File: src/common/mwmi_params.svh
/*
 * constants of the masked-write / mask-invert lane block: register offsets,
 * field positions, reset values, command codes and burst counts.
 * assumes it is included by its bare name before any user of the macros.
 */
`ifndef MWMI_PARAMS_SVH
`define MWMI_PARAMS_SVH

// ****************************************************************
// register byte offsets on the apb bus
// ****************************************************************
`define MWMI_OFF_MR3 12'h000
`define MWMI_OFF_MODE_REGISTER_THIRTEEN 12'h004
`define MWMI_OFF_CFG 12'h008
`define MWMI_OFF_STAT 12'h00C

// ****************************************************************
// field positions and reset values
// ****************************************************************
`define MWMI_MR3_RDBI_BIT 6
`define MWMI_MR3_WDBI_BIT 7
`define MWMI_MODE_REGISTER_THIRTEEN_DM_BIT 5
`define MWMI_CFG_BL32_BIT 0
`define MWMI_STAT_ILL_BIT 0
`define MWMI_MR3_RST 8'h00
`define MWMI_MODE_REGISTER_THIRTEEN_RST 8'h00
`define MWMI_CFG_RST 1'h0

// ****************************************************************
// command codes on the command pins (first part, then second part)
// ****************************************************************
`define MWMI_CMD_WR1 4'h1
`define MWMI_CMD_MW1 4'h2
`define MWMI_CMD_RD1 4'h3
`define MWMI_CMD_MRR 4'h4
`define MWMI_CMD_MRW 4'h5
`define MWMI_CMD_WRFIFO 4'h6
`define MWMI_CMD_RDFIFO 4'h7
`define MWMI_CMD_RDCAL 4'h8
`define MWMI_CMD_CAS2 4'h9

// ****************************************************************
// burst and spacing counts (link clocks) and ones-count thresholds
// ****************************************************************
`define MWMI_LAST_BEAT16 6'h0F
`define MWMI_LAST_BEAT32 6'h1F
`define MWMI_MASKED_WRITE_SPACING 32
`define MWMI_BL32_EXTRA 8
`define MWMI_CCD_BL16 8
`define MWMI_CCD_BL32 16
`define MWMI_MW_HI6_MIN 4'h5
`define MWMI_RD_INV_ABOVE 4'h4

`endif

File: src/common/mwmi_pkg.sv
/*
 * types shared by the masked-write / mask-invert lane block.
 * assumes nothing beyond a systemverilog compiler.
 */
package mwmi_pkg;

	typedef enum logic [2:0] {
		S_IDLE = 3'b001,
		S_PEND = 3'b010,
		S_BURST = 3'b100
	} mwmi_state_t;

	typedef enum logic [2:0] {
		K_WR = 3'h0,
		K_MW = 3'h1,
		K_MRW = 3'h2,
		K_WRFIFO = 3'h3,
		K_RD = 3'h4,
		K_MRR = 3'h5,
		K_RDFIFO = 3'h6,
		K_RDCAL = 3'h7
	} mwmi_kind_t;

	function automatic logic [3:0] mwmi_ones8(input logic [7:0] v);
		logic [3:0] n;
		n = 4'h0;
		for (int i = 0; i < 8; i++) begin
			n = n + {3'h0, v[i]};
		end
		return n;
	endfunction

endpackage

File: src/logic/mwmi_top.sv
/*
 * device-side lane logic for masked writes and the per-byte mask/invert pins:
 * two-part command decode, write beat capture with masking and inversion,
 * read data inversion, and an apb register file holding the mode bits.
 * assumes the command clock, strobe and pins are asynchronous to clk_sys_in
 * and slow enough (link period 200 ns) to be oversampled; the array side
 * consumes beats on wr_valid_out and supplies read beats on rd_valid_in.
 */
//
// Contract
// - masked write is a first command cycle followed by the second column cycle.
// - masked writes are always 16-beat bursts, whatever burst length is set.
// - one mask/invert pin per byte lane, two per channel, timed like data.
// - mask/invert pin carries ddr values sampled with its lane's data.
// - masking only on writes; inversion on reads, writes, mode accesses; per lane.
// - read inversion enabled by mode register three bit 6.
// - write inversion enabled by mode register three bit 7.
// - byte masking enabled through mode register thirteen bit 5.
// - all functions off: pin ignored on writes, high-impedance on reads.
// - masking off makes masked write illegal; any function on gives training.
// - masking on, write inversion off: pin ignored on writes, mask on masked.
// - masking and write inversion on: pin is inversion flag on writes.
// - write inversion inverts a byte when its pin samples high.
// - read inversion inverts a byte with more than four ones, pin high.
// - masking alone: high pin drops that beat of that byte.
// - both on: pin low and five or more ones on upper six lines masks.
`timescale 1ns/1ps
`include "mwmi_params.svh"

module mwmi_top
	import mwmi_pkg::*;
(
	input wire logic clk_sys_in, // system clock, 40 MHz
	input wire logic reset_in, // synchronous reset, active high
	input wire logic psel, // apb select
	input wire logic penable, // apb access phase
	input wire logic pwrite, // apb direction
	input wire logic [11:0] paddr, // apb byte address
	input wire logic [31:0] pwdata, // apb write data
	output logic [31:0] prdata, // apb read data
	output logic pready, // apb ready
	output logic pslverr, // apb error on unmapped address
	input wire logic link_clk_in, // command clock pin
	input wire logic [3:0] cmd_in, // command pins
	input wire logic dqs_in, // write data strobe pin
	input wire logic [15:0] dq_in, // data pins, input side
	output logic [15:0] dq_out, // data pins, output side
	output logic dq_oe_out, // data pins drive enable
	input wire logic [1:0] dmi_in, // mask/invert pins, input side
	output logic [1:0] dmi_out, // mask/invert pins, output side
	output logic [1:0] dmi_oe_out, // mask/invert pins drive enable
	output logic wr_valid_out, // write beat to the array
	output logic [15:0] wr_data_out, // write beat data after inversion
	output logic [1:0] wr_mask_out, // per-byte mask for the beat
	output logic [1:0] wr_dmi_out, // training bits on write fifo beats
	output logic [2:0] wr_kind_out, // kind of the burst the beat belongs to
	input wire logic rd_valid_in, // read beat from the array
	input wire logic [15:0] rd_data_in, // read beat data
	input wire logic [1:0] rd_dmi_in // training pattern for training reads
);

	typedef struct packed {
		mwmi_state_t fsm;
		mwmi_kind_t kind;
		logic [2:0] lk_sync;
		logic [3:0] cmd_m;
		logic [3:0] cmd_q;
		logic [2:0] dqs_sync;
		logic [15:0] dq_m;
		logic [15:0] dq_q;
		logic [1:0] dmi_m;
		logic [1:0] dmi_q;
		logic [5:0] beat;
		logic [5:0] last_beat;
		logic cap_v;
		logic [15:0] cap_dq;
		logic [1:0] cap_dmi;
		logic [7:0] mr3;
		logic [7:0] mode_register_thirteen;
		logic bl32;
		logic illegal;
		logic rd_train;
		logic wr_valid;
		logic [15:0] wr_data;
		logic [1:0] wr_mask;
		logic [1:0] wr_dmi;
		logic [15:0] dq_o;
		logic dq_oe;
		logic [1:0] dmi_o;
		logic [1:0] dmi_oe;
		logic [31:0] prdata;
		logic pready;
		logic pslverr;
	} mwmi_st_t;

	localparam mwmi_st_t ST_RST = '{
		fsm: S_IDLE,
		kind: K_WR,
		mr3: `MWMI_MR3_RST,
		mode_register_thirteen: `MWMI_MODE_REGISTER_THIRTEEN_RST,
		bl32: `MWMI_CFG_RST,
		default: '0
	};

	mwmi_st_t st_r;
	mwmi_st_t st_nxt;

	logic wdbi;
	logic rdbi;
	logic dm_en;
	logic any_fn;
	logic [15:0] ln_wdata;
	logic [1:0] ln_wmask;
	logic [15:0] ln_rdata;
	logic [1:0] ln_rdmi;

	assign rdbi = st_r.mr3[`MWMI_MR3_RDBI_BIT];
	assign wdbi = st_r.mr3[`MWMI_MR3_WDBI_BIT];
	assign dm_en = ~st_r.mode_register_thirteen[`MWMI_MODE_REGISTER_THIRTEEN_DM_BIT];
	assign any_fn = wdbi | rdbi | dm_en;

	// ****************************************************************
	// per-lane write decode and read inversion
	// ****************************************************************
	for (genvar g = 0; g < 2; g++) begin : g_lane
		logic [7:0] wbyte;
		logic [7:0] rbyte;
		logic wpin;
		logic mw_dbi_mask;
		logic rinv;
		assign wbyte = st_r.cap_dq[8*g +: 8];
		assign wpin = st_r.cap_dmi[g];
		assign rbyte = rd_data_in[8*g +: 8];
		assign mw_dbi_mask = ~wpin && (mwmi_ones8({2'h0, wbyte[7:2]}) >= `MWMI_MW_HI6_MIN);
		assign rinv = mwmi_ones8(rbyte) > `MWMI_RD_INV_ABOVE;
		always_comb begin
			ln_wmask[g] = 1'b0;
			ln_wdata[8*g +: 8] = wbyte;
			unique case (st_r.kind)
				K_MW: begin
					if (wdbi) begin
						ln_wmask[g] = mw_dbi_mask;
						ln_wdata[8*g +: 8] = (!mw_dbi_mask && wpin) ? ~wbyte : wbyte;
					end else begin
						ln_wmask[g] = wpin;
					end
				end
				K_WR, K_MRW: begin
					ln_wdata[8*g +: 8] = (wdbi && wpin) ? ~wbyte : wbyte;
				end
				default: ln_wdata[8*g +: 8] = wbyte;
			endcase
		end
		assign ln_rdata[8*g +: 8] = (rdbi && rinv) ? ~rbyte : rbyte;
		assign ln_rdmi[g] = rdbi && rinv;
	end

	// ****************************************************************
	// next state
	// ****************************************************************
	always_comb begin
		logic lk_rise;
		logic dqs_edge;
		logic hit;
		logic [31:0] rdat;
		logic ill_set;
		lk_rise = 1'b0;
		ill_set = 1'b0;
		dqs_edge = 1'b0;
		hit = 1'b0;
		rdat = 32'h0000_0000;
		st_nxt = st_r;
		// pins pass two flops before use
		st_nxt.lk_sync = {st_r.lk_sync[1:0], link_clk_in};
		st_nxt.cmd_m = cmd_in;
		st_nxt.cmd_q = st_r.cmd_m;
		st_nxt.dqs_sync = {st_r.dqs_sync[1:0], dqs_in};
		st_nxt.dq_m = dq_in;
		st_nxt.dq_q = st_r.dq_m;
		st_nxt.dmi_m = dmi_in;
		st_nxt.dmi_q = st_r.dmi_m;
		lk_rise = st_r.lk_sync[1] & ~st_r.lk_sync[2];
		dqs_edge = st_r.dqs_sync[1] ^ st_r.dqs_sync[2];
		st_nxt.cap_v = 1'b0;

		unique case (st_r.fsm)
			S_IDLE: begin
				if (lk_rise) begin
					st_nxt.fsm = S_PEND;
					unique case (st_r.cmd_q)
						`MWMI_CMD_WR1: st_nxt.kind = K_WR;
						`MWMI_CMD_MW1: st_nxt.kind = K_MW;
						`MWMI_CMD_RD1: st_nxt.kind = K_RD;
						`MWMI_CMD_MRR: st_nxt.kind = K_MRR;
						`MWMI_CMD_MRW: st_nxt.kind = K_MRW;
						`MWMI_CMD_WRFIFO: st_nxt.kind = K_WRFIFO;
						`MWMI_CMD_RDFIFO: st_nxt.kind = K_RDFIFO;
						`MWMI_CMD_RDCAL: st_nxt.kind = K_RDCAL;
						default: st_nxt.fsm = S_IDLE;
					endcase
				end
			end
			S_PEND: begin
				if (lk_rise) begin
					st_nxt.fsm = S_IDLE;
					if (st_r.cmd_q == `MWMI_CMD_CAS2) begin
						if (st_r.kind[2]) begin
							st_nxt.rd_train = (st_r.kind == K_RDFIFO) || (st_r.kind == K_RDCAL);
						end else if (st_r.kind == K_MW && !dm_en) begin
							st_nxt.illegal = 1'b1;
							ill_set = 1'b1;
						end else begin
							st_nxt.fsm = S_BURST;
							st_nxt.beat = 6'h00;
							st_nxt.last_beat = (st_r.kind == K_MW || !st_r.bl32) ?
								`MWMI_LAST_BEAT16 : `MWMI_LAST_BEAT32;
						end
					end
				end
			end
			S_BURST: begin
				if (dqs_edge) begin
					st_nxt.cap_v = 1'b1;
					st_nxt.cap_dq = st_r.dq_q;
					st_nxt.cap_dmi = st_r.dmi_q;
					st_nxt.beat = st_r.beat + 6'h01;
					if (st_r.beat == st_r.last_beat) begin
						st_nxt.fsm = S_IDLE;
					end
				end
			end
		endcase

		// write beat to the array, one cycle after capture
		st_nxt.wr_valid = st_r.cap_v;
		st_nxt.wr_data = ln_wdata;
		st_nxt.wr_mask = ln_wmask;
		st_nxt.wr_dmi = (st_r.kind == K_WRFIFO && any_fn) ? st_r.cap_dmi : 2'h0;

		// read beat onto the pins
		st_nxt.dq_oe = rd_valid_in;
		st_nxt.dq_o = rd_valid_in ? (st_r.rd_train ? rd_data_in : ln_rdata) : 16'h0000;
		if (rd_valid_in && st_r.rd_train && any_fn) begin
			st_nxt.dmi_o = rd_dmi_in;
			st_nxt.dmi_oe = 2'h3;
		end else if (rd_valid_in && !st_r.rd_train && rdbi) begin
			st_nxt.dmi_o = ln_rdmi;
			st_nxt.dmi_oe = 2'h3;
		end else begin
			st_nxt.dmi_o = 2'h0;
			st_nxt.dmi_oe = 2'h0;
		end

		// apb slave: ready one cycle into the access phase
		unique case (paddr)
			`MWMI_OFF_MR3: begin
				hit = 1'b1;
				rdat = {24'h000000, st_r.mr3};
			end
			`MWMI_OFF_MODE_REGISTER_THIRTEEN: begin
				hit = 1'b1;
				rdat = {24'h000000, st_r.mode_register_thirteen};
			end
			`MWMI_OFF_CFG: begin
				hit = 1'b1;
				rdat = {31'h00000000, st_r.bl32};
			end
			`MWMI_OFF_STAT: begin
				hit = 1'b1;
				rdat = {29'h00000000, st_r.rd_train, st_r.fsm == S_BURST, st_r.illegal};
			end
			default: hit = 1'b0;
		endcase
		st_nxt.pready = psel && penable && !st_r.pready;
		st_nxt.pslverr = psel && penable && !st_r.pready && !hit;
		if (psel && penable && !st_r.pready && !pwrite) begin
			st_nxt.prdata = rdat;
		end
		if (psel && penable && st_r.pready && pwrite && hit) begin
			unique case (paddr)
				`MWMI_OFF_MR3: st_nxt.mr3 = pwdata[7:0];
				`MWMI_OFF_MODE_REGISTER_THIRTEEN: st_nxt.mode_register_thirteen = pwdata[7:0];
				`MWMI_OFF_CFG: st_nxt.bl32 = pwdata[`MWMI_CFG_BL32_BIT];
				default: begin
					if (pwdata[`MWMI_STAT_ILL_BIT] && !ill_set) begin
						st_nxt.illegal = 1'b0;
					end
				end
			endcase
		end
	end

	always_ff @(posedge clk_sys_in) begin
		if (reset_in) begin
			st_r <= ST_RST;
		end else begin
			st_r <= st_nxt;
		end
	end

	assign prdata = st_r.prdata;
	assign pready = st_r.pready;
	assign pslverr = st_r.pslverr;
	assign dq_out = st_r.dq_o;
	assign dq_oe_out = st_r.dq_oe;
	assign dmi_out = st_r.dmi_o;
	assign dmi_oe_out = st_r.dmi_oe;
	assign wr_valid_out = st_r.wr_valid;
	assign wr_data_out = st_r.wr_data;
	assign wr_mask_out = st_r.wr_mask;
	assign wr_dmi_out = st_r.wr_dmi;
	assign wr_kind_out = st_r.kind;
endmodule

File: config.mk
export PLATFORM = sky130hd
export DESIGN_NAME = mwmi_top
export DESIGN_NICKNAME = d
export VERILOG_FILES = /design/src/common/mwmi_pkg.sv /design/src/logic/mwmi_top.sv
export VERILOG_INCLUDE_DIRS = /design/src /design/src/common
export SDC_FILE = /design/constraint.sdc
export NUM_CORES = 1
export LEC_CHECK = 0
export BUFFER_PORTS_ARGS = -buffer_cell sky130_fd_sc_hd__clkbuf_2
export CELL_PAD_IN_SITES_DETAIL_PLACEMENT = 1
export CELL_PAD_IN_SITES_GLOBAL_PLACEMENT = 1
export CORE_AREA = 2 2 164 102
export CTS_BUF_LIST = sky130_fd_sc_hd__clkbuf_4
export DETAILED_ROUTE_END_ITERATION = 8
export DIE_AREA = 0 0 166 104
export PLACE_DENSITY_LB_ADDON = 0.1
export SYNTH_ARGS = -nofsm -noshare
export SYNTH_HDL_FRONTEND = slang
export SYNTH_SLANG_ARGS = --single-unit
File: constraint.sdc
create_clock -name clk_sys_in -period 5.87 [get_ports clk_sys_in]
set_clock_uncertainty 0.2 [all_clocks]
set_input_delay 0.2935 -clock clk_sys_in [delete_from_list [all_inputs] [get_ports clk_sys_in]]
set_output_delay 0.2935 -clock clk_sys_in [all_outputs]
set_load 0.03 [all_outputs]
Word level (Yosys, flattened, before mapping)
Index checks and enable logic that the tools add are counted. W data, S select, Z words.

Register bits after elaboration: 182. Output and inout port bits: 79. Bits of input ports: 92.

Equality and inequality tests: 28. Multiplexer cells: 49. Reductions and logical operators: 53. Magnitude comparators: 4. Add/subtract/negate cells: 25. Bitwise gates (word level): 18.

Operator list (count): $mux W8 (8); $add A4 B1 Y4 (12); $mux W12 (4); $not A8 Y8 (4); $pmux W8 S2 (2); $pmux W8 S4 (1); $eq A12 B4 Y1 const B (2); $pmux W3 S8 (1); $logic_and A1 B1 Y1 (22); $mux W19 (1); $mux W3 (6); $add A3 B1 Y4 (4); $eq A4 B3 Y1 const B (4); $mux W16 (1); $mux W1 (14); $ne A2 B2 Y1 const B (7); $add A2 B1 Y3 (4); $eq A12 B3 Y1 const B (1); $logic_not A12 Y1 (1); $mux W6 (2); $pmux W6 S2 (1); $not A1 Y1 (10); $reduce_or A2 Y1 (5); $eq A3 B2 Y1 const B (3); other kinds (30) (57).

Longest topological paths before layout
Gate-level depths: netlist of run 1.

Depth in word-level cells: 12. Depth in mapped cells: 12. Gate-level depth less buffers: 11.

Least setup slack after synthesis of run 1
No wires, ideal clock.

Path kind: input -> register. Start point: input rd_data_in[0]. End point: register st_r (netlist bit dmi_out[0]). Path slack: 2263 ps. Path buffers: 1. Library setup time: 115 ps. Cell stages on the path: 12. Arrival: 3293 ps. Path through: inv_1 -> fa_1 -> fa_1 -> fa_1 -> inv_1 -> ha_1 -> fa_1 -> xnor2_1 -> a2bb2oi_1 -> clkbuf_1 -> nor2_1 -> o21a_1.

Longest elaborated chain between the ends: 11.

RTL lines: from (decl) (line mwmi_top.sv:58) `input wire logic [15:0] rd_data_in,`; $add A1 B1 Y2 (line mwmi_pkg.sv:28) `n = n + {3'h0, v[i]};`; $add A2 B1 Y3 (line mwmi_pkg.sv:28); $add A3 B1 Y4 (line mwmi_pkg.sv:28); $add A4 B1 Y4 (4 in a row) (line mwmi_pkg.sv:28); $gt A4 B3 Y1 (no line); $logic_and A1 B1 Y1 (line mwmi_top.sv:155) `assign ln_rdmi[g] = rdbi && rinv;`; $mux W4 (line mwmi_top.sv:246) `end else if (rd_valid_in && !st_r.rd_train && rdbi) begin`; $mux W4 (line mwmi_top.sv:243) `if (rd_valid_in && st_r.rd_train && any_fn) begin`; to (signal assigned) (line mwmi_top.sv:297) `st_r <= st_nxt;`; to (decl) (line mwmi_top.sv:105) `mwmi_st_t st_r;`.

Every way passes these cells. A chain may end at the register's enable or synchronous reset.

Final worst setup path of run 1
Start point: input rd_data_in[0]. End point: register st_r (netlist bit dq_out[3]).

Longest elaborated chain between the ends: 11.

RTL lines: $add A1 B1 Y2 (line mwmi_pkg.sv:28); $add A2 B1 Y3 (line mwmi_pkg.sv:28); $add A3 B1 Y4 (line mwmi_pkg.sv:28); $add A4 B1 Y4 (4 in a row) (line mwmi_pkg.sv:28); $gt A4 B3 Y1 (no line); $logic_and A1 B1 Y1 (line mwmi_top.sv:154) `assign ln_rdata[8*g +: 8] = (rdbi && rinv) ? ~rbyte : rbyte;`; $mux W8 (line mwmi_top.sv:154); $mux W16 (line mwmi_top.sv:242) `st_nxt.dq_o = rd_valid_in ? (st_r.rd_train ? rd_data_in : ln_rdata) : 16'h0000;`.

Every way passes these cells.

==> impl_metrics.json, run 1 <==
{
  "clk_pin_slew_ps": 130,
  "p_int_mw": 1.459,
  "syn_inst": 737,
  "leakage_nw": 3.355,
  "dpl.hpwl_um": 10790,
  "drive_gt1_share_pct": 19.08,
  "swShare_pct": 26.97,
  "netlist_area_mm2": 0.006820,
  "synth_top_cell_area_share_pct": 44.91,
  "avgSynthCellArea_um2": 9.254,
  "slew_violations": 0,
  "antenna_cells": 0,
  "synth_seq_cells": 153,
  "synthSimpleGateAreaFrac_pct": 20.38,
  "initial_core_util_pct": 43.14,
  "ant_nets": 0,
  "combinationalPowerShare_pct": 13.1,
  "cp-start-kind": "input pin",
  "grtUsageTotal_pct": 19.32,
  "synth-edff-count": 0,
  "slew_headroom_pct": 26.11,
  "die-area_mm2": 0.01726,
  "rsz0062_at_grt": "no",
  "hp-class": "input pin to flip-flop",
  "reg2regPathDepth": 9,
  "grt_pass1_vias": 5424,
  "synth_top_area_cell": "dfxtp_1",
  "p_seq_share_pct": 53.5,
  "yosys_warnings": 0,
  "vdd_ir_drop_max_mv": 0.1292,
  "setup_violations": 0,
  "grt.overflow.total": 0,
  "place_ws_ps": 1641,
  "end_kind": "flip-flop",
  "ys.flop_type": "dfxtp_1",
  "synth_top_family_by_area": "simple AND/OR/NAND/NOR gates",
  "synth_adder_area_share_pct": 5.760,
  "wl_um": 16340,
  "fin_nets": 973,
  "setup_ws_ps": 1571,
  "viasPerCell": 4.935,
  "fin_setup_tns_ps": 0,
  "cts.sinks": 153,
  "numPortBuffers": 122,
  "critPathMaxFanout": 17,
  "drt_iter0_drc": 219,
  "synth-compound-area-share_pct": 11.52,
  "core_mm2": 0.01581,
  "critPathKind": "input pin to flip-flop",
  "area_delta_synth_final_pct": 18.03,
  "antenna_found_initial": 0,
  "gp_congestion": 0.8064,
  "grt_start_max_net_pins": 86,
  "grt_pass1_wl_um": 27110,
  "tightestPinTransition_ps": 1104,
  "status": "finished clean",
  "synth_xor_area_share_pct": 2.697,
  "cts_tree": "built",
  "synth.area.mux_share_pct": 2.091,
  "finalCritPeriodShare_pct": 73.23,
  "clock.fmax_ghz": 0.2326,
  "ctsRootBufferMaster": "clkbuf_4",
  "hold_path_depth": 3,
  "clock_path_buffers": 2,
  "num_io_pins": 171,
  "vias": 5325,
  "htree_levels": 4,
  "die_x_um": 166,
  "synth-async-reset-ratio_pct": 0,
  "avgRoutedWirePerCell_um": 15.15,
  "p_clk_share_pct": 33.4,
  "drc": 0,
  "cp.required_ps": 6140,
  "clock_latency_ps": 540,
  "pwr_density_cell_mw_per_mm2": 248.2,
  "fin_crit_ps": 4299,
  "switchingPower_uw": 538.9,
  "firstDrtPassIters": 4,
  "synth_cell_types": 65,
  "cap_violations": 0,
  "ys_seq_area_share_pct": 44.91,
  "fp.dieH_um": 104,
  "synth.area.top_cells": "dfxtp_1 45%, buf_4 8.4%, nor2b_1 5.3%, a21oi_1 4.4%, fa_1 4.1%",
  "cts-buffers-inserted": 17,
  "arrival_ps": 4570,
  "finalHoldViolations": 0,
  "rows": 36
}
## worst paths after layout
check,startpoint,end,slack (ps)
setup / recovery,rd_data_in[0],dq_out[3]$_SDFF_PP0_,1570
setup reg to reg,g_lane[0].wbyte[2]$_SDFFE_PP0P_,wr_mask_out[0]$_SDFF_PP0_,2960
hold reg to reg,st_r[145]$_SDFF_PP0_,g_lane[1].wbyte[7]$_SDFFE_PP0P_,250
hold / removal,pwrite,prdata[2]$_SDFFE_PP0P_,100
## state kept, by name, summed over array words and instances, names as in the netlist, 2 cells and up
register and cells:
wr_kind_out 3, dq_out 16, prdata 8, wr_dmi_out 2, dmi_out 2, wr_mask_out 2
g_lane.wbyte 16, st_nxt 27, wr_data_out 16, g_lane.wpin 2, st_r 53
## per-layer routing
layer / up-vias / part of all wire [%] / GRT usage, %
li1: 2608 / - / -
met2: 123 / 46 / 31.36
met5: - / 0 / 0
met1: 2579 / 48 / 25.76
met4: 0 / 1.0 / 4.720
met3: 15 / 4.6 / 5.061
## synthesized netlist by cell type, types with 3 or more instances
| master | instances |
|---|---|
| ha_1 | 9 |
| nor3b_1 | 3 |
| and2_1 | 3 |
| buf_2 | 7 |
| xor2_1 | 14 |
| o21ai_0 | 38 |
| a31oi_1 | 5 |
| buf_4 | 76 |
| xnor2_1 | 7 |
| nor2b_1 | 58 |
| nand2_1 | 52 |
| nand4_1 | 10 |
| fa_1 | 14 |
| nor3_1 | 4 |
| a21oi_1 | 60 |
| buf_1 | 3 |
| nand2b_1 | 18 |
| inv_1 | 37 |
| o21ai_1 | 5 |
| nand4b_1 | 10 |
| a211oi_1 | 3 |
| dfxtp_1 | 153 |
| a22oi_1 | 3 |
| nand3b_1 | 4 |
| or3_1 | 9 |
| nand3_1 | 11 |
| clkbuf_1 | 26 |
| nor2_1 | 35 |
| mux2i_1 | 12 |
## logic make-up (layout without fill, tap and decap cells)
kind of cell / Yosys count / after routing
AO/OA/AOI/OAI: 136 / 136
XOR/XNOR: 21 / 21
adder cells (fa/ha/maj): 23 / 23
buffers and inverters: 150 / 260
flip-flops: 153 / 153
multiplexers: 13 / 13
other: 1 / 24
AND/OR/NAND/NOR: 240 / 240
## final cells by class
cell class / instances / area (um^2)
Clock buffer: 18 / 135.1
Fill cell: 1862 / 7760
Inverter: 37 / 138.9
Multi-Input combinational cell: 457 / 2985
Timing Repair Buffer: 192 / 1311
Clock inverter: 13 / 155.1
Tap cell: 209 / 261.5
Sequential cell: 153 / 3063
## metrics by stage
step           cell area, um^2  util [%]  cells  power [mW]  hold slack [ps]
6_report                  8050     50.92   1079       1.998            96.61
4_1_cts                   8050     50.92   1079       2.022            74.67
2_1_floorplan             6907         -    760       1.267            213.8
3_5_place_dp              7069     44.71    979       1.316            227.0
5_1_grt                   8050     50.92   1079       2.108            89.96
3_3_place_gp              7069     44.71    979       1.305            219.6
## power by group through the flow
stage                     clock network [mW]  logic [mW]  registers (mW)
after floorplan                            0       0.176            1.09
after global placement                     0       0.213            1.09
after detailed placement                   0       0.224            1.09
after CTS                              0.693       0.259            1.07
after global routing                   0.743       0.293            1.07
final                                  0.668       0.261            1.07
## critical path, cell delays in order
cell           delay, ps
dlygate4sd3_1        550
clkbuf_2             130
inv_1                 50
fa_1                 550
fa_1                 430
fa_1                 500
inv_1                 40
ha_1                 200
fa_1                 430
nor2_1               110
a2bb2oi_1            890
o21ai_0              200
a21oi_1              190
## cell usage in the layout (no fill, tap or decap), types with 3 or more instances in the layout
master | synthesis | layout
xnor2_1 | 7 | 7
bufinv_16 | 0 | 3
nor3b_1 | 3 | 3
nand2b_1 | 18 | 18
or3_1 | 9 | 9
mux2i_1 | 12 | 12
nor2b_1 | 58 | 58
o21ai_0 | 38 | 38
clkbuf_4 | 0 | 18
nand3b_1 | 4 | 4
a21oi_1 | 60 | 60
xor2_1 | 14 | 14
nand2_1 | 52 | 52
and2_1 | 3 | 3
dlygate4sd3_1 | 0 | 69
a31oi_1 | 5 | 5
fa_1 | 14 | 14
clkinv_4 | 0 | 3
a211oi_1 | 3 | 3
nand4b_1 | 10 | 10
o21ai_1 | 5 | 5
clkinv_2 | 0 | 4
nor3_1 | 4 | 4
inv_1 | 37 | 37
clkbuf_2 | 1 | 121
dfxtp_1 | 153 | 153
a22oi_1 | 3 | 3
nor2_1 | 35 | 35
nand3_1 | 11 | 11
conb_1 | 1 | 24
ha_1 | 9 | 9
nand4_1 | 10 | 10
## what timing repair did
action / CTS / global route
gates resized for setup: 0 / 0
endpoints found under the setup margin: 0 / 0
hold buffers: 69 / 0
setup buffers: 0 / 0
hold endpoints to repair: 75 / 0
Power figures use the tool's default switching activity.
==> inputs of run 2 (changes only) <==
- CORE_AREA: 2 2 164 102 -> 2 2 170 105
- DIE_AREA: 0 0 166 104 -> 0 0 172 107
- clock period: 5.87 -> 4.5 ns (I/O delays scaled with it)
==> run 2 against run 1 <==
Design area fell by 1.4%. Die area rose by 6.6%. Critical path depth did not move. Critical path type unchanged. Global-route usage fell by 1.3 points. Critical endpoint is now dq_out[11]$_SDFF_PP0_. Highest routed layer unchanged. Largest cell class unchanged. Combinational power rose by 31%. Clock-buffer cell count fell by 1. Via count fell by 2.4%. Register-to-register slack got worse by 1400 ps. Non-clock buffer count fell by 12. Clock power rose by 23%. Hold slack got worse by 65 ps.
==> impl_metrics.json, run 2 (same netlist as run 1, synthesis figures left out) <==
{
  "antenna_cells": 0,
  "r2r_start": "g_lane[0].wbyte[2]$_SDFFE_PP0P_",
  "r2r-end": "wr_mask_out[0]$_SDFF_PP0_",
  "critPathKind": "input pin to flip-flop",
  "numPortBuffers": 122,
  "status": "finished clean",
  "cts_tree": "built",
  "setup_violations": 0,
  "gp_congestion": 0.7708,
  "cts.sinks": 153,
  "hold_path_depth": 2,
  "critPathMaxFanout": 8,
  "cp-start-kind": "input pin",
  "drc": 0,
  "grt.overflow.total": 0,
  "hp-class": "input pin to flip-flop",
  "clk_pin_slew_ps": 140,
  "final_common_cell": "dfxtp_1",
  "end_kind": "flip-flop",
  "drive_gt1_share_pct": 19.56,
  "area_delta_synth_final_pct": 16.38,
  "largest_reg_flops": 53,
  "ant_nets": 0,
  "clock.fmax_ghz": 0.2575,
  "reg2regPathDepth": 9,
  "finalInstanceArea_mm2": 0.007938,
  "vdd_ir_drop_max_mv": 0.1195,
  "num_io_pins": 171,
  "wl_um": 16170,
  "die-area_mm2": 0.01840,
  "avgRoutedWirePerCell_um": 14.79,
  "htree_levels": 4,
  "tightestPinTransition_ps": 904.1,
  "initial_core_util_pct": 40.47,
  "firstDrtPassIters": 4,
  "arrival_ps": 4170,
  "grt_pass1_wl_um": 25990,
  "core_mm2": 0.01685,
  "ctsHoldBuffers": 56,
  "finalCritPeriodShare_pct": 86.32,
  "regMostFlops": "st_r",
  "slew_violations": 0,
  "pwr_density_cell_mw_per_mm2": 322.1,
  "placed_cell_area_mm2": 0.007108,
  "fp.dieH_um": 107,
  "antenna_found_initial": 0,
  "rsz0062_at_grt": "no",
  "vias": 5196,
  "die_x_um": 172,
  "drt_iter0_drc": 229,
  "ff2ff_setup_slack_ps": 1580,
  "viasPerCell": 4.754,
  "cts.repair.resized": 0,
  "finalHoldViolations": 0,
  "grt_pass1_vias": 5332,
  "clock_path_buffers": 2,
  "clock_latency_ps": 570,
  "cap_violations": 0,
  "grt_start_max_net_pins": 91,
  "whs_endpoint": "wr_kind_out[1]$_SDFFE_PP0P_",
  "layout_common_cells": "153 x dfxtp_1, 121 x clkbuf_2, 60 x a21oi_1",
  "fin_setup_tns_ps": 0,
  "grtUsageTotal_pct": 18.01,
  "cp.required_ps": 4790,
  "fin_nets": 961,
  "post_cts_buffers": 0,
  "dpl.hpwl_um": 10910,
  "fin_crit_ps": 3884,
  "hold_start": "reset_in",
  "ctsRootBufferMaster": "clkbuf_4",
  "rows": 37,
  "leakage_nw": 3.266,
  "cts-buffers-inserted": 17,
  "slew_headroom_pct": 39.73
}
run 2: changes by cell type in the layout (fill, tap and decap cells not counted), sizes merged:
cell and delta:
buf +1, bufinv -2, clkbuf -1, clkinv -4
clkinvlp +2, dlygate4sd3 -13, inv +6
run 2: final cells by class:
cell class	count	area, um^2
Multi-Input combinational cell	457	2985
Tap cell	234	292.8
Sequential cell	153	3063
Timing Repair Buffer	180	1189
Fill cell	2000	8914
Inverter	37	138.9
Clock inverter	15	141.4
Clock buffer	17	127.6
run 2: through the flow:
| stage | utilization, % | instances | power, mW | worst slack (ps) | hold slack (ps) |
|---|---|---|---|---|---|
| floorplan | - | 760 | 1.652 | 961.2 | 150.9 |
| global placement | 42.18 | 1005 | 1.713 | 723.9 | 222.1 |
| detailed placement | 42.18 | 1005 | 1.728 | 612.6 | 228.2 |
| finish | 47.10 | 1093 | 2.557 | 615.8 | 31.18 |
| CTS | 47.10 | 1093 | 2.595 | 691.6 | 2.343 |
| global route | 47.10 | 1093 | 2.692 | 471.2 | 33.30 |
run 2: worst max-delay path: stages:
cell and delay, ps:
dlygate4sd3_1 530, clkbuf_2 130, inv_1 70, fa_1 560, fa_1 460, fa_1 510
inv_1 50, ha_1 210, fa_1 490, nor2_1 60, o22ai_1 530, nand3_1 170
a21oi_1 190
run 2: worst max path at each step:
stage	startpoint	slack, ps	cells after the start	endpoint
after global placement	rd_data_in[8]	720	12	dq_out[15]$_SDFF_PP0_
final	rd_data_in[8]	620	13	dq_out[11]$_SDFF_PP0_
after global routing	rd_data_in[8]	470	13	dq_out[11]$_SDFF_PP0_
after floorplan	rd_data_in[0]	960	12	dmi_out[0]$_SDFF_PP0_
after CTS	rd_data_in[8]	690	13	dq_out[9]$_SDFF_PP0_
after detailed placement	rd_data_in[8]	610	12	dq_out[9]$_SDFF_PP0_
run 2: metal layers:
layer	global-route usage (%)	wire, um
met1	23.18	7875
met5	0	0
met3	4.504	603
met4	4.862	169
met2	30.15	7519
run 2: power breakdown:
group,leakage [nW],total [mW],internal (mW),switching (mW)
clock,0.135,0.820,0.284,0.537
sequential,1.25,1.40,1.38,0.0121
combinational,1.88,0.341,0.137,0.204
total,3.27,2.56,1.80,0.752
